## src/gpd_pkg.sv

```systemverilog
package gpd_pkg;

	// Port group geometry
	localparam int GPD_PORTS = 8;
	localparam int GPD_WIDTH = 8;

	// Register indices; the byte address on the bus is four times the index
	localparam logic [15:0] GPD_LATCH_IDX [GPD_PORTS] = '{
		16'hFFD4, 16'hFFD5, 16'hFFD6, 16'hFFD8,
		16'hFFD9, 16'hFFDA, 16'hFFDB, 16'hFFDC
	};
	localparam logic [15:0] GPD_DIR_IDX [GPD_PORTS] = '{
		16'hFFE4, 16'hFFE5, 16'hFFE6, 16'hFFE8,
		16'hFFE9, 16'hFFEA, 16'hFFEB, 16'hFFEC
	};
	localparam logic [15:0] GPD_BITOP_IDX  = 16'hFFF0;
	localparam logic [15:0] GPD_STATUS_IDX = 16'hFFF1;

	// Values after reset and the fixed readback of a direction register
	localparam logic [7:0]  GPD_DIR_RST    = 8'h00;
	localparam logic [7:0]  GPD_LATCH_RST  = 8'h00;
	localparam logic [7:0]  GPD_DIR_READ   = 8'hFF;
	localparam logic [31:0] GPD_RDATA_RST  = 32'h0000_0000;

	// Bit-operation command fields
	localparam int GPD_CMD_BIT_LSB = 0;
	localparam int GPD_CMD_SET_POS = 3;
	localparam int GPD_CMD_TGT_LSB = 16;

	// Status fields
	localparam int GPD_STS_BUSY_POS = 0;
	localparam int GPD_STS_ERR_POS  = 1;
	localparam int GPD_STS_RD_LSB   = 8;
	localparam int GPD_STS_WR_LSB   = 16;

	// Decoded register target
	typedef struct packed {
		logic       hit;
		logic       is_dir;
		logic [2:0] slot;
	} gpd_sel_t;

	// Pin drive of one port
	typedef struct packed {
		logic [GPD_WIDTH-1:0] lvl;
		logic [GPD_WIDTH-1:0] oe;
	} gpd_pins_t;

	// Bit-operation request
	typedef struct packed {
		logic       go;
		logic       set;
		logic [2:0] bit_no;
		gpd_sel_t   tgt;
	} gpd_bitcmd_t;

	// Map a register index onto a port slot
	function automatic gpd_sel_t gpd_decode(input logic [15:0] idx);
		gpd_sel_t s;
		s = '0;
		for (int i = 0; i < GPD_PORTS; i++) begin
			if (idx == GPD_LATCH_IDX[i] || idx == GPD_DIR_IDX[i]) begin
				s.hit    = 1'b1;
				s.is_dir = (idx == GPD_DIR_IDX[i]);
				s.slot   = 3'(i);
			end
		end
		return s;
	endfunction : gpd_decode

endpackage : gpd_pkg

```

## src/gpd_port_regs.sv

```systemverilog
`timescale 1ns/10ps
// Function
// Reading any direction register returns all ones regardless of contents.
// Bit set or clear reads the byte, changes one bit, writes byte back.
// A cleared direction bit makes its pin an input, not driven.
// A set direction bit drives its pin from the output latch.
// Output latch and pin readback share one address per port.
// Software keeps a shadow copy of direction bytes and writes it whole.
// Data reads give pin level for inputs, latch value for outputs.
// Byte writes update all eight bits; pins follow on the next clock.
module gpd_port_regs
	import gpd_pkg::*;
(
	// Clock, reset, enable
	input  wire logic                                  REF_CLK,
	input  wire logic                                  RST_N,
	input  wire logic                                  CE,
	// APB slave
	input  wire logic                                  PSEL,
	input  wire logic                                  PENABLE,
	input  wire logic                                  PWRITE,
	input  wire logic [17:0]                           PADDR,
	input  wire logic [31:0]                           PWDATA,
	output logic      [31:0]                           PRDATA,
	output logic                                       PREADY,
	output logic                                       PSLVERR,
	// Port pins
	input  wire logic [GPD_PORTS-1:0][GPD_WIDTH-1:0]   PIN_IN,
	output gpd_pins_t [GPD_PORTS-1:0]                  PORT_PINS
);

	// Bus decode
	gpd_sel_t    acc_sel;
	logic        aligned;
	logic        is_cmd;
	logic        is_sts;
	logic        mapped;
	logic        bus_ready;
	logic        bus_done;
	logic        bus_wr;
	logic        rd_fresh_q;

	// Per-port views and strobes
	logic [GPD_PORTS-1:0][GPD_WIDTH-1:0] rd_view;
	logic [GPD_PORTS-1:0]                dir_we;
	logic [GPD_PORTS-1:0]                latch_we;
	logic [GPD_PORTS-1:0][GPD_WIDTH-1:0] wbyte;

	// Bit engine
	gpd_bitcmd_t          cmd;
	gpd_sel_t             eng_tgt;
	logic                 eng_busy;
	logic                 eng_wr;
	logic [GPD_WIDTH-1:0] eng_rd_q;
	logic [GPD_WIDTH-1:0] eng_wr_q;
	logic [GPD_WIDTH-1:0] eng_rd_byte;

	// Status and read data
	logic                 err_q;
	logic                 err_set;
	logic                 err_clr;
	logic [31:0]          prdata_q;
	logic [31:0]          rd_word;
	logic [31:0]          sts_word;

	// Byte seen by a read of a port register; shared by the bus and the engine
	function automatic logic [GPD_WIDTH-1:0] port_read(
		input gpd_sel_t                            s,
		input logic [GPD_PORTS-1:0][GPD_WIDTH-1:0] view
	);
		logic [GPD_WIDTH-1:0] b;
		b = '0;
		if (s.hit) begin
			b = s.is_dir ? GPD_DIR_READ : view[s.slot];
		end
		return b;
	endfunction : port_read

	// Address decode; misaligned addresses are unmapped
	assign aligned = (PADDR[1:0] == 2'b00);
	assign acc_sel = gpd_decode(PADDR[17:2]);
	assign is_cmd  = aligned && (PADDR[17:2] == GPD_BITOP_IDX);
	assign is_sts  = aligned && (PADDR[17:2] == GPD_STATUS_IDX);
	assign mapped  = (aligned && acc_sel.hit) || is_cmd || is_sts;

	// Stall while a bit operation owns the registers, the clock is gated,
	// or a read has not yet captured its data in this transfer
	assign bus_ready = CE && !eng_busy && !(PSEL && PENABLE && !PWRITE && !rd_fresh_q);
	assign PREADY    = bus_ready;
	assign bus_done  = PSEL && PENABLE && bus_ready;
	assign bus_wr    = bus_done && PWRITE && mapped;
	assign PSLVERR   = PSEL && PENABLE && !mapped;

	// A single write strobe per register, from the bus or from the engine
	generate
		for (genvar p = 0; p < GPD_PORTS; p++) begin : g_port
			always_comb begin
				dir_we[p]   = 1'b0;
				latch_we[p] = 1'b0;
				wbyte[p]    = PWDATA[GPD_WIDTH-1:0];
				if (bus_wr && aligned && acc_sel.hit && acc_sel.slot == 3'(p)) begin
					dir_we[p]   = acc_sel.is_dir;
					latch_we[p] = !acc_sel.is_dir;
				end else if (eng_wr && eng_tgt.hit && eng_tgt.slot == 3'(p)) begin
					dir_we[p]   = eng_tgt.is_dir;
					latch_we[p] = !eng_tgt.is_dir;
					wbyte[p]    = eng_wr_q;
				end
			end

			gpd_port_bank u_bank (
				.clk      (REF_CLK),
				.rst_n    (RST_N),
				.ce       (CE),
				.dir_we   (dir_we[p]),
				.latch_we (latch_we[p]),
				.wdata    (wbyte[p]),
				.pin_in   (PIN_IN[p]),
				.pins     (PORT_PINS[p]),
				.rd_view  (rd_view[p])
			);
		end
	endgenerate

	// Command word becomes a one-cycle request to the engine
	always_comb begin
		cmd        = '0;
		cmd.go     = bus_wr && is_cmd;
		cmd.set    = PWDATA[GPD_CMD_SET_POS];
		cmd.bit_no = PWDATA[GPD_CMD_BIT_LSB +: 3];
		cmd.tgt    = gpd_decode(PWDATA[GPD_CMD_TGT_LSB +: 16]);
	end

	// The engine reads exactly what the bus would, so the readback
	// hazards of a direction byte are reproduced faithfully
	assign eng_rd_byte = port_read(eng_tgt, rd_view);

	gpd_bit_engine u_engine (
		.clk     (REF_CLK),
		.rst_n   (RST_N),
		.ce      (CE),
		.cmd     (cmd),
		.busy    (eng_busy),
		.tgt     (eng_tgt),
		.rd_byte (eng_rd_byte),
		.wr_en   (eng_wr),
		.rd_q    (eng_rd_q),
		.wr_q    (eng_wr_q)
	);

	// Error flag: a command aimed at no port register; a new error wins
	// over a clear arriving in the same cycle
	assign err_set = cmd.go && !cmd.tgt.hit;
	assign err_clr = bus_wr && is_sts && PWDATA[GPD_STS_ERR_POS];

	always_ff @(posedge REF_CLK or negedge RST_N) begin
		if (!RST_N) begin
			err_q <= 1'b0;
		end else if (CE) begin
			if (err_set) begin
				err_q <= 1'b1;
			end else if (err_clr) begin
				err_q <= 1'b0;
			end
		end
	end

	// Status word shows the engine's own state
	always_comb begin
		sts_word                           = '0;
		sts_word[GPD_STS_BUSY_POS]         = eng_busy;
		sts_word[GPD_STS_ERR_POS]          = err_q;
		sts_word[GPD_STS_RD_LSB +: 8]      = eng_rd_q;
		sts_word[GPD_STS_WR_LSB +: 8]      = eng_wr_q;
	end

	// Read multiplexer; narrow registers sit in the low byte
	always_comb begin
		rd_word = '0;
		if (aligned && acc_sel.hit) begin
			rd_word[GPD_WIDTH-1:0] = port_read(acc_sel, rd_view);
		end else if (is_sts) begin
			rd_word = sts_word;
		end
	end

	// Read data is sampled every cycle of a pending read so that pin
	// levels are no older than one clock when the access completes
	always_ff @(posedge REF_CLK or negedge RST_N) begin
		if (!RST_N) begin
			prdata_q <= GPD_RDATA_RST;
		end else if (CE && PSEL && !PWRITE && !(PENABLE && bus_ready)) begin
			prdata_q <= rd_word;
		end
	end

	// A setup cycle spent with the clock gated captures nothing, so without
	// this flag the access could complete on a stale word from an older read
	always_ff @(posedge REF_CLK or negedge RST_N) begin
		if (!RST_N) begin
			rd_fresh_q <= 1'b0;
		end else if (CE) begin
			if (!PSEL || (PENABLE && bus_ready)) begin
				rd_fresh_q <= 1'b0; // Cleared at completion and while idle
			end else if (!PWRITE) begin
				rd_fresh_q <= 1'b1;
			end
		end
	end

	assign PRDATA = prdata_q;

	// Direction bytes always read as all ones
	chk_dir_readback: assert property (@(posedge REF_CLK) disable iff (!RST_N)
		PSEL && PENABLE && PREADY && !PWRITE && aligned && acc_sel.hit && acc_sel.is_dir
		&& $past(PSEL) && $past(PADDR) == PADDR
		|-> PRDATA == 32'h0000_00FF)
		else $error("direction read not all ones");

	// Data address read shows latch for outputs and pins for inputs
	chk_shared_addr: assert property (@(posedge REF_CLK) disable iff (!RST_N)
		PSEL && !PENABLE && !PWRITE && CE && aligned && acc_sel.hit && !acc_sel.is_dir
		|=> prdata_q[GPD_WIDTH-1:0] == $past(rd_view[acc_sel.slot]))
		else $error("data address read mismatch");

	// A bit operation writes back two cycles after its request
	chk_rmw_seq: assert property (@(posedge REF_CLK) disable iff (!RST_N)
		cmd.go && cmd.tgt.hit && CE && !eng_busy
		##1 CE [*2] |-> eng_wr)
		else $error("bit operation did not write back");

endmodule : gpd_port_regs

```

## src/gpd_port_bank.sv

```systemverilog
`timescale 1ns/10ps
module gpd_port_bank
	import gpd_pkg::*;
(
	// Clock and reset
	input  wire logic                 clk,
	input  wire logic                 rst_n,
	input  wire logic                 ce,
	// Byte writes
	input  wire logic                 dir_we,
	input  wire logic                 latch_we,
	input  wire logic [GPD_WIDTH-1:0] wdata,
	// Pins
	input  wire logic [GPD_WIDTH-1:0] pin_in,
	output gpd_pins_t                 pins,
	output logic      [GPD_WIDTH-1:0] rd_view
);

	logic [GPD_WIDTH-1:0] dir_q;
	logic [GPD_WIDTH-1:0] latch_q;

	// Direction byte, all eight bits in one write
	always_ff @(posedge clk or negedge rst_n) begin
		if (!rst_n) begin
			dir_q <= GPD_DIR_RST;
		end else if (ce && dir_we) begin
			dir_q <= wdata;
		end
	end

	// Output latch byte
	always_ff @(posedge clk or negedge rst_n) begin
		if (!rst_n) begin
			latch_q <= GPD_LATCH_RST;
		end else if (ce && latch_we) begin
			latch_q <= wdata;
		end
	end

	// Pins come straight from flops; a cleared bit releases its pin
	assign pins.oe  = dir_q;
	assign pins.lvl = latch_q;
	// Inputs show the pin, outputs the latch
	assign rd_view = (dir_q & latch_q) | (~dir_q & pin_in);

	chk_dir_follows: assert property (@(posedge clk) disable iff (!rst_n)
		ce && dir_we |=> pins.oe == $past(wdata))
		else $error("direction did not follow write");
	chk_input_release: assert property (@(posedge clk) disable iff (!rst_n)
		ce && dir_we && wdata == 8'h00 |=> pins.oe == 8'h00 && rd_view == pin_in)
		else $error("cleared direction still drives");
	chk_output_drive: assert property (@(posedge clk) disable iff (!rst_n)
		ce && latch_we && !dir_we |=> (pins.lvl & pins.oe) == ($past(wdata) & pins.oe))
		else $error("output level not from latch");

endmodule : gpd_port_bank

```

## src/gpd_bit_engine.sv

```systemverilog
`timescale 1ns/10ps
module gpd_bit_engine
	import gpd_pkg::*;
(
	// Clock and reset
	input  wire logic                 clk,
	input  wire logic                 rst_n,
	input  wire logic                 ce,
	// Request
	input  gpd_bitcmd_t               cmd,
	output logic                      busy,
	// Byte access to the port registers
	output gpd_sel_t                  tgt,
	input  wire logic [GPD_WIDTH-1:0] rd_byte,
	output logic                      wr_en,
	output logic      [GPD_WIDTH-1:0] rd_q,
	output logic      [GPD_WIDTH-1:0] wr_q
);

	typedef enum logic [1:0] {ENG_IDLE, ENG_FETCH, ENG_STORE} gpd_eng_t;

	gpd_eng_t    state_q;
	gpd_bitcmd_t cmd_q;
	logic [GPD_WIDTH-1:0] mask;

	assign mask  = 8'(1) << cmd_q.bit_no;
	assign tgt   = cmd_q.tgt;
	assign busy  = (state_q != ENG_IDLE);
	assign wr_en = (state_q == ENG_STORE);

	// Sequence: read whole byte, alter one bit, write whole byte back
	always_ff @(posedge clk or negedge rst_n) begin
		if (!rst_n) begin
			state_q <= ENG_IDLE;
		end else if (ce) begin
			unique case (state_q)
				ENG_IDLE:  if (cmd.go) state_q <= ENG_FETCH;
				ENG_FETCH: state_q <= ENG_STORE;
				ENG_STORE: state_q <= ENG_IDLE;
				// The fourth code of the two-bit state is unused; recover to idle
				default:   state_q <= ENG_IDLE;
			endcase
		end
	end

	// Command capture
	always_ff @(posedge clk or negedge rst_n) begin
		if (!rst_n) begin
			cmd_q <= '0;
		end else if (ce && state_q == ENG_IDLE && cmd.go) begin
			cmd_q <= cmd;
		end
	end

	// Read image and modified byte; a direction target reads all ones
	always_ff @(posedge clk or negedge rst_n) begin
		if (!rst_n) begin
			rd_q <= '0;
			wr_q <= '0;
		end else if (ce && state_q == ENG_FETCH) begin
			rd_q <= rd_byte;
			wr_q <= cmd_q.set ? (rd_byte | mask) : (rd_byte & ~mask);
		end
	end

	chk_rmw_byte: assert property (@(posedge clk) disable iff (!rst_n)
		wr_en |-> (wr_q & ~mask) == (rd_q & ~mask) && (|(wr_q & mask)) == cmd_q.set)
		else $error("bit operation altered other bits");

endmodule : gpd_bit_engine

```

## config.mk

```make
export PLATFORM = sky130hd
export DESIGN_NAME = gpd_port_regs
export DESIGN_NICKNAME = d
export VERILOG_FILES = /design/src/gpd_pkg.sv /design/src/gpd_port_regs.sv /design/src/gpd_port_bank.sv /design/src/gpd_bit_engine.sv
export SDC_FILE = /design/constraint.sdc
export NUM_CORES = 1
export LEC_CHECK = 0
export BUFFER_PORTS_ARGS = -buffer_cell sky130_fd_sc_hd__buf_2
export CORE_AREA = 2 2 149 151
export DETAILED_ROUTE_END_ITERATION = 7
export DIE_AREA = 0 0 151 153
export PLACE_DENSITY = 0.77
export SLEW_MARGIN = 20
export SYNTH_ARGS = -nofsm -noshare
export SYNTH_HDL_FRONTEND = slang
export SYNTH_SLANG_ARGS = --single-unit
export TNS_END_PERCENT = 20
```

## constraint.sdc

```tcl
create_clock -name REF_CLK -period 4.5 [get_ports REF_CLK]
set_clock_uncertainty 0.1 [all_clocks]
set_input_delay 0 -clock REF_CLK [delete_from_list [all_inputs] [get_ports REF_CLK]]
set_output_delay 0 -clock REF_CLK [all_outputs]
set_load 0.02 [all_outputs]
```

==> flow_summary.json, run 1 <==
{
  "outcome": "finished clean",
  "num_rows": 54,
  "reg2reg_from": "u_engine.tgt[2]",
  "cts.sink_count": 181,
  "synth_edf_count": 0,
  "final_core_util_pct": 60.1,
  "place.gp.congestion": 1.00,
  "synth.avg_cell_area_um2": 10.7,
  "cp-end-kind": "flop",
  "hp-start": "PIN_IN[4]",
  "antenna_found_initial": 3,
  "critPathMaxFanout": 4,
  "synth_async_sr_flop_share_pct": 100,
  "die_area_um2": 23100,
  "fin_tns_setup_ns": 0,
  "finalSetupViolations": 0,
  "critPathTopFamily": "buffers and inverters",
  "ctsLongestPathBuffers": 2,
  "grt_pass1_vias": 8954,
  "crit_required_ns": 4.77,
  "wl_per_cell_um": 23.4,
  "synth-simple-area-share_pct": 14.9,
  "maxSlewHeadroom_pct": 37.0,
  "postSynthCellCount": 992,
  "synth_top_family_by_area": "multiplexers",
  "drt_wl_total_mm": 36.0,
  "drv_cap": 0,
  "period_minus_slack_ns": 3.24,
  "hold_class": "in -> reg",
  "num_vias": 9252,
  "grt_pass1_wl_mm": 53.8,
  "cp-start-kind": "input pin",
  "hold_viol_final": 0,
  "nNetsFinal": 1365,
  "startpoint": "PWDATA[30]",
  "slowest_stage": "nor4_1",
  "vias_per_cell": 6.00,
  "clk_latency_ns": 0.45,
  "grt_usage_pct": 31.3,
  "cts-root-buf": "clkbuf_16",
  "final_layout_size_suffix_gt1_share_pct": 31.8,
  "ir_worst_vdd_mv": 0.241,
  "cpMostUsedCell": "dlygate4sd3_1",
  "fmax_mhz": 309,
  "cts_buffers": 17,
  "ctsResizeCount": 0,
  "path_clk_slew_ns": 0.07,
  "fp.dieH_um": 153,
  "synthAdderAreaFrac_pct": 0,
  "yosysSeqAreaShare_pct": 42.9,
  "slew_viol_final": 0,
  "synthDistinctLibCells": 77,
  "period_share_pct": 72.0,
  "cts_tree": "yes",
  "worstPathCellList": "dlygate4sd3_1 -> buf_2 -> nand2_1 -> dlygate4sd3_1 -> nor4_1 -> dlygate4sd3_1 -> o211ai_1 -> dlygate4sd3_1 -> o21ai_1",
  "ys_ff_latch": 181,
  "area_growth_pct": 22.2,
  "synth.area.mux_share_pct": 24.5,
  "synth-compound-area-share_pct": 13.6,
  "grt_max_degree": 87,
  "die_w_um": 151,
  "dr.first_iter.drc_count": 941,
  "rsz0062_at_grt": "false",
  "ant_nets": 0,
  "ys.flop_type": "dfrtp_1",
  "start_util_pct": 49.2,
  "port-buffer-count": 265,
  "path_class": "in -> reg",
  "worstMarginPinSlew_ns": 0.939,
  "dp_hpwl_mm": 26.1,
  "path_buf_inv": 5,
  "dr.pass1.iters": 8,
  "cts.htree.levels": 4,
  "synth_warnings": 0,
  "holdBufCountCts": 24,
  "overflow": 0,
  "syn_area_um2": 10600,
  "core-area_um2": 21500,
  "critical_path.max_stage_delay_ns": 0.75,
  "power_per_cell_area_nw_per_um2": 289,
  "crit_arrival_ns": 3.51,
  "synthXorXnorAreaFrac_pct": 0.332,
  "post-cts-setup-buffer-count": 0,
  "io_pins": 282,
  "drc_errors": 0,
  "p_leak_nw": 6.43
}
-- per-layer routing --
| metal | track usage [%] | up-vias | part of all wire (%) |
|---|---|---|---|
| met1 | 43.7 | 4521 | 40 |
| li1 | - | 4129 | - |
| met4 | 11.7 | 0 | 3.6 |
| met5 | 0 | - | 0 |
| met2 | 47.3 | 522 | 46 |
| met3 | 7.55 | 80 | 10 |
-- final cells by class --
type,count,area [um2]
Inverter,10,37.5
Tap cell,280,350
Multi-Input combinational cell,734,5670
Sequential cell,181,4530
Fill cell,1842,8580
Timing Repair Buffer,301,1660
Clock buffer,19,433
Antenna cell,3,7.51
Clock inverter,13,218
-- cell families after synthesis --
group,count (synthesis)
compound gates,206
simple gates,297
other cells,1
xor+xnor,4
flops,181
mux,219
buf+inv,84
-- per-stage QoR --
stage / hold slack [ns] / instances / worst slack, ns / area [um2] / total power [mW]
3_3_place_gp: 0.00287 / 1482 / 1.59 / 12000 / 2.05
2_1_floorplan: -0.396 / 999 / 2.16 / 10600 / 1.89
6_report: 0.0296 / 1541 / 1.26 / 12900 / 3.74
5_1_grt: 0.0604 / 1541 / 0.985 / 12900 / 3.84
4_1_cts: 0.0182 / 1538 / 1.43 / 12900 / 3.73
3_5_place_dp: 0.0114 / 1482 / 1.54 / 12000 / 2.06
-- synth_stat cells (7+ instances only) --
| master | n | area (um2) |
|---|---|---|
| buf_1 | 9 | 33.8 |
| inv_1 | 9 | 33.8 |
| nand3_1 | 40 | 200 |
| mux2_4 | 16 | 240 |
| a21oi_1 | 59 | 295 |
| o2bb2ai_1 | 7 | 61.3 |
| o22a_1 | 33 | 289 |
| mux2i_1 | 91 | 911 |
| dfrtp_1 | 181 | 4530 |
| buf_4 | 15 | 113 |
| mux2_2 | 29 | 327 |
| and3b_1 | 10 | 87.6 |
| buf_2 | 17 | 85.1 |
| nand2_1 | 120 | 450 |
| o21ai_0 | 43 | 215 |
| mux2_1 | 67 | 754 |
| clkbuf_1 | 32 | 120 |
| nor2_1 | 44 | 165 |
| nor2b_1 | 9 | 56.3 |
| mux4_2 | 16 | 360 |
| o21ai_1 | 20 | 100 |
| nor3b_1 | 7 | 52.6 |
| a22oi_1 | 9 | 67.6 |
-- flip-flops by register name (all words and copies together), names as in the netlist, 2 cells and up --
signal	flops
u_engine.wr_q	8
u_engine.cmd_q	4
g_port.u_bank.latch_q	64
u_engine.tgt	5
PRDATA	24
u_engine.state_q	2
u_engine.rd_q	8
g_port.u_bank.dir_q	64
-- cells in the final DEF, fill, tap and decap left out, types with 5 or more instances in the layout --
cell | netlist | final
buf_2 | 17 | 264
mux4_2 | 16 | 16
a22oi_1 | 9 | 9
o21ai_0 | 43 | 43
dlygate4sd3_1 | 0 | 24
a21oi_1 | 59 | 59
nand3_1 | 40 | 40
o22a_1 | 33 | 33
nand2_1 | 120 | 120
o21ai_1 | 20 | 20
nand4b_1 | 6 | 6
nand4_1 | 6 | 6
mux2i_1 | 91 | 91
clkbuf_16 | 0 | 17
and3b_1 | 10 | 10
mux2_1 | 67 | 67
mux2_4 | 16 | 16
conb_1 | 1 | 8
mux2_2 | 29 | 29
bufinv_16 | 0 | 5
nor3_1 | 6 | 6
o2bb2ai_1 | 7 | 7
nor2_1 | 44 | 44
o21ai_4 | 5 | 5
nor2b_1 | 9 | 9
inv_1 | 9 | 9
buf_4 | 15 | 12
and2_1 | 5 | 5
dfrtp_1 | 181 | 181
nor3b_1 | 7 | 7
-- worst register-to-register path, cell delays in order (launching register included) --
cell      delay (ns)
dfrtp_1         0.58
nor4_1          0.69
nand3b_1        0.61
nor2_1          0.39
o21ai_4         0.17
mux2_1          0.37
-- where the power goes --
group | switching, mW | leakage [nW] | internal [mW]
Clock | 0.689 | 0.303 | 0.995
Sequential | 0.0221 | 2.44 | 1.65
Combinational | 0.240 | 3.69 | 0.143
-- final timing paths --
path | cells after the start | slack, ns | end
worst min register to register | 2 | 0.36 | PRDATA[9]
min in group asynchronous | 2 | 0.07 | PRDATA[16]
worst min-delay path | 5 | 0.03 | PRDATA[4]
max in group asynchronous | 3 | 3.01 | g_port[6].u_bank.latch_q[5]
worst max-delay path | 9 | 1.26 | u_engine.tgt[1]
worst max register to register | 5 | 1.47 | g_port[1].u_bank.latch_q[2]
Power figures use the tool's default switching activity.
==> run 2: changes to the inputs <==
clock period = 3 ns   (was 4.5 ns; I/O delays follow)
==> run 2 against run 1 <==
Effect of this change: final area up 1.6%; power up 46%; largest cell class unchanged; clock power grew 42%; cell count grew 1.6%.
==> flow_summary.json, run 2 (synthesis gave the netlist of run 1 again) <==
{
  "outcome": "finished clean",
  "critPathMaxFanout": 8,
  "cts_tree": "yes",
  "wl_per_cell_um": 23.1,
  "grt_pass1_vias": 9167,
  "hold_viol_final": 0,
  "slew_viol_final": 0,
  "core-area_um2": 21500,
  "worstMarginPinSlew_ns": 0.905,
  "start_util_pct": 49.2,
  "path_class": "reg -> reg",
  "slowest_stage": "dfrtp_1",
  "drc_errors": 0,
  "crit_required_ns": 3.22,
  "final_layout_size_suffix_gt1_share_pct": 33.1,
  "overflow": 0,
  "p_total_mw": 5.47,
  "hp-start": "PENABLE",
  "num_rows": 54,
  "worst_hold_path.num_cells": 4,
  "period_minus_slack_ns": 2.71,
  "vias_per_cell": 5.98,
  "port-buffer-count": 265,
  "hold_class": "in -> reg",
  "fp.dieH_um": 153,
  "final_cell_mix": "buf_2, dfrtp_1, nand2_1, mux2i_1, mux2_1",
  "period_share_pct": 90.3,
  "grt_max_degree": 85,
  "holdPathEnd": "PRDATA[0]",
  "io_pins": 282,
  "critPathTopFamily": "simple AND/OR/NAND/NOR gates",
  "ant_nets": 0,
  "placed_area_um2": 12200,
  "crit_arrival_ns": 2.93,
  "path_buf_inv": 0,
  "area_growth_pct": 24.1,
  "fin_tns_setup_ns": 0,
  "worstPathCellList": "nor3b_2 -> and4_1 -> nand4_2 -> o21ai_1 -> and2_1 -> mux2_1",
  "drv_cap": 0,
  "grt_usage_pct": 31.7,
  "final_common_cell": "buf_2",
  "nNetsFinal": 1392,
  "path_clk_slew_ns": 0.07,
  "rsz0062_at_grt": "false",
  "maxSlewHeadroom_pct": 39.7,
  "clk_latency_ns": 0.44,
  "ctsLongestPathBuffers": 2,
  "grt_pass1_wl_mm": 54.5,
  "die_area_um2": 23100,
  "dr.first_iter.drc_count": 839,
  "drt_wl_total_mm": 36.1,
  "power_per_cell_area_nw_per_um2": 417,
  "dp_hpwl_mm": 26.5,
  "cts_buffers": 17,
  "cts.sink_count": 181,
  "design_area_um2": 13100,
  "critical_path.max_stage_delay_ns": 0.45,
  "die_w_um": 151,
  "startpoint": "u_engine.state_q[0]",
  "rrSetupSlack_ns": 0.29,
  "cts-root-buf": "clkbuf_16",
  "cp-start-kind": "flop",
  "cp-end-kind": "flop",
  "finalSetupViolations": 0,
  "place.gp.congestion": 1.01,
  "num_vias": 9351,
  "dr.pass1.iters": 5,
  "p_leak_nw": 6.57,
  "antenna_found_initial": 2,
  "fmax_mhz": 369,
  "r2r_cells": 6,
  "cts.htree.levels": 4,
  "reg2reg_from": "u_engine.state_q[0]",
  "r2r_end": "g_port[6].u_bank.dir_q[7]",
  "ir_worst_vdd_mv": 0.397,
  "post-cts-setup-buffer-count": 0
}
run 2: cell type report:
class	count	area (um2)
repair buffers	328	1900
fillers	1820	8380
multi-input cells	734	5670
flip-flops and latches	181	4530
well taps	280	350
clock buffers	20	467
diodes	2	5.00
inverters	10	37.5
clock inverters	10	146
run 2: worst min-delay path, cell delays in order:
cell and delay (ns):
buf_2 0.13, a311oi_2 0.16, o22ai_1 0.18, a211oi_1 0.07
run 2: report_power, final:
group          internal [mW]  switching [mW]
sequential              2.47          0.0332
clock                   1.38            1.00
combinational          0.226           0.367
total                   4.07            1.40
run 2: worst max-delay path by stage:
| stage | depth (start not counted) | endpoint |
|---|---|---|
| after floorplan | 7 | g_port[6].u_bank.dir_q[0] |
| after CTS | 6 | g_port[6].u_bank.dir_q[7] |
| after global placement | 6 | g_port[6].u_bank.dir_q[1] |
| after detailed placement | 6 | g_port[6].u_bank.dir_q[7] |
| final | 6 | g_port[6].u_bank.dir_q[7] |
| after global routing | 6 | g_port[6].u_bank.dir_q[7] |
run 2: timing repair:
item / 4_1_cts / 5_1_grt
endpoints found under the setup margin: 0 / 1
hold buffers: 27 / 0
hold endpoints to repair: 154 / 0
gates resized for setup: 0 / 1
run 2: routing by layer:
metal,vias to the layer above,global-route usage (%),routed length [um]
met3,85,6.99,3620
met1,4553,44.5,14800
met5,-,0,0
met2,528,47.7,16300
met4,0,12.8,1440
li1,4185,-,-
run 2: per-stage QoR:
step | setup slack, ns | util (%) | hold slack [ns] | instances
floorplan | 0.655 | - | -0.396 | 999
global placement | 0.422 | 56.8 | -0.121 | 1506
detailed placement | 0.360 | 56.8 | -0.116 | 1506
CTS | 0.325 | 61.0 | 0.00166 | 1563
global route | 0.185 | 61.0 | 0.0406 | 1564
finish | 0.290 | 61.0 | 0.0321 | 1565
==> run 3: changes to the inputs <==
CAP_MARGIN = 5   (was unset)
clock period = 3.3 ns   (was 3 ns; I/O delays follow)
==> run 3 against run 2 <==
Effect of this change: sequential share of layout area rose by 0.36 points; global-route usage increased by 0.24 points; power is 11% lower; non-clock buffer count fell by 10; core utilization decreased by 0.63 points; register-to-register slack better by 0.12 ns; clock power down 13%; clock-buffer cell count down 1; critical endpoint is now u_engine.tgt[1]; largest cell class unchanged.
==> flow_summary.json, run 3 (synthesis gave the netlist of run 1 again) <==
{
  "outcome": "finished clean",
  "r2r_end": "g_port[6].u_bank.dir_q[7]",
  "cts.sink_count": 181,
  "drv_cap": 0,
  "cts.htree.levels": 4,
  "dp_hpwl_mm": 26.4,
  "vias_per_cell": 6.07,
  "path_class": "in -> reg",
  "period_share_pct": 93.5,
  "crit_arrival_ns": 3.35,
  "critPathMaxFanout": 4,
  "antenna_found_initial": 2,
  "period_minus_slack_ns": 3.08,
  "dr.first_iter.drc_count": 908,
  "cts-root-buf": "clkbuf_16",
  "drc_errors": 0,
  "die_area_um2": 23100,
  "final_cell_mix": "buf_2, dfrtp_1, nand2_1, mux2i_1, mux2_1",
  "area_growth_pct": 22.8,
  "grt_max_degree": 77,
  "drt_wl_total_mm": 36.4,
  "core-area_um2": 21500,
  "final_core_util_pct": 60.4,
  "post-cts-setup-buffer-count": 0,
  "fmax_mhz": 324,
  "path_clk_slew_ns": 0.07,
  "reg2reg_from": "u_engine.state_q[0]",
  "hold_class": "in -> reg",
  "crit_required_ns": 3.56,
  "final_common_cell": "buf_2",
  "ctsLongestPathBuffers": 2,
  "cts_tree": "yes",
  "fp.dieH_um": 153,
  "highest_layer": "met4",
  "rrSetupSlack_ns": 0.41,
  "port-buffer-count": 265,
  "fin_tns_setup_ns": 0,
  "maxSlewHeadroom_pct": 35.4,
  "die_w_um": 151,
  "place.gp.congestion": 1.02,
  "ir_worst_vdd_mv": 0.338,
  "nNetsFinal": 1382,
  "clk_latency_ns": 0.44,
  "cpMostUsedCell": "dlygate4sd3_1",
  "start_util_pct": 49.2,
  "critPathTopFamily": "buffers and inverters",
  "grt_usage_pct": 31.9,
  "num_rows": 54,
  "route.met2.wl_mm": 16.5,
  "final_layout_size_suffix_gt1_share_pct": 32.9,
  "crit_end": "u_engine.tgt[1]",
  "crit_cells": 9,
  "slowest_stage": "dlygate4sd3_1",
  "hold_viol_final": 0,
  "ant_nets": 0,
  "cp-start-kind": "input pin",
  "rsz0062_at_grt": "false",
  "overflow": 0,
  "finalSetupViolations": 0,
  "cp-end-kind": "flop",
  "num_vias": 9457,
  "cts_buffers": 17,
  "grt_pass1_vias": 9119,
  "p_leak_nw": 6.50,
  "worstMarginPinSlew_ns": 0.969,
  "r2r_cells": 6,
  "worstPathCellList": "dlygate4sd3_1 -> buf_2 -> nand2_1 -> dlygate4sd3_1 -> nor4_1 -> dlygate4sd3_1 -> o211ai_1 -> dlygate4sd3_1 -> o21ai_1",
  "route.met3.wl_mm": 3.76,
  "path_buf_inv": 5,
  "slew_viol_final": 0,
  "dr.pass1.iters": 6,
  "grt_pass1_wl_mm": 55.2,
  "wl_per_cell_um": 23.4,
  "wl_met1_mm": 14.8,
  "startpoint": "PWDATA[30]",
  "p_total_mw": 4.87,
  "power_per_cell_area_nw_per_um2": 375,
  "critical_path.max_stage_delay_ns": 0.69,
  "io_pins": 282
}
[run 3: worst register-to-register path, stage by stage, from the launching register on]
cell,delay [ns]
dfrtp_1,0.45
nor3b_2,0.39
and4_1,0.43
nand4_2,0.29
o21ai_1,0.35
and2_1,0.41
mux2_1,0.36
[run 3: layout make-up]
cell class / count / area (um2)
Clock buffer: 19 / 443
Antenna cell: 2 / 5.00
Sequential cell: 181 / 4530
Inverter: 10 / 37.5
Clock inverter: 13 / 139
Fill cell: 1814 / 8510
Timing Repair Buffer: 318 / 1800
Tap cell: 280 / 350
Multi-Input combinational cell: 734 / 5670
[run 3: worst min path at each step]
stage / from / end / slack [ns] / cells past startpoint
floorplan: RST_N / PRDATA[0] / -0.40 / 0
global placement: RST_N / g_port[4].u_bank.latch_q[3] / -0.02 / 1
detailed placement: RST_N / g_port[4].u_bank.latch_q[3] / -0.01 / 1
CTS: PWRITE / PRDATA[15] / 0.001 / 5
global route: PWRITE / PRDATA[15] / 0.03 / 5
finish: PWRITE / PRDATA[15] / 0.03 / 5
[run 3: where the power goes]
| group | switching, mW | internal, mW | leakage, nW |
|---|---|---|---|
| combinational | 0.333 | 0.201 | 3.78 |
| clock | 0.970 | 1.09 | 0.277 |
| sequential | 0.0310 | 2.24 | 2.44 |
| total | 1.33 | 3.53 | 6.50 |
[run 3: metrics by stage]
step                setup slack (ns)  hold slack (ns)  area [um2]  std cells
finish                         0.216           0.0284       13000       1557
CTS                            0.328         0.000969       13000       1555
global route                  0.0874           0.0340       13000       1556
floorplan                      0.955           -0.396       10600        999
detailed placement             0.483         -0.00985       12200       1500
global placement               0.550          -0.0214       12200       1500
[run 3: timing repair]
item | 4_1_cts | 5_1_grt
endpoints found under the hold margin | 90 | 0
gates resized for setup | 0 | 0
hold buffers | 23 | 0
[run 3: layer usage]
layer / up-vias / global-route usage [%]
met4: 0 / 12.1
met1: 4607 / 43.9
met5: - / 0
met3: 88 / 8.51
met2: 583 / 48.4
li1: 4179 / -
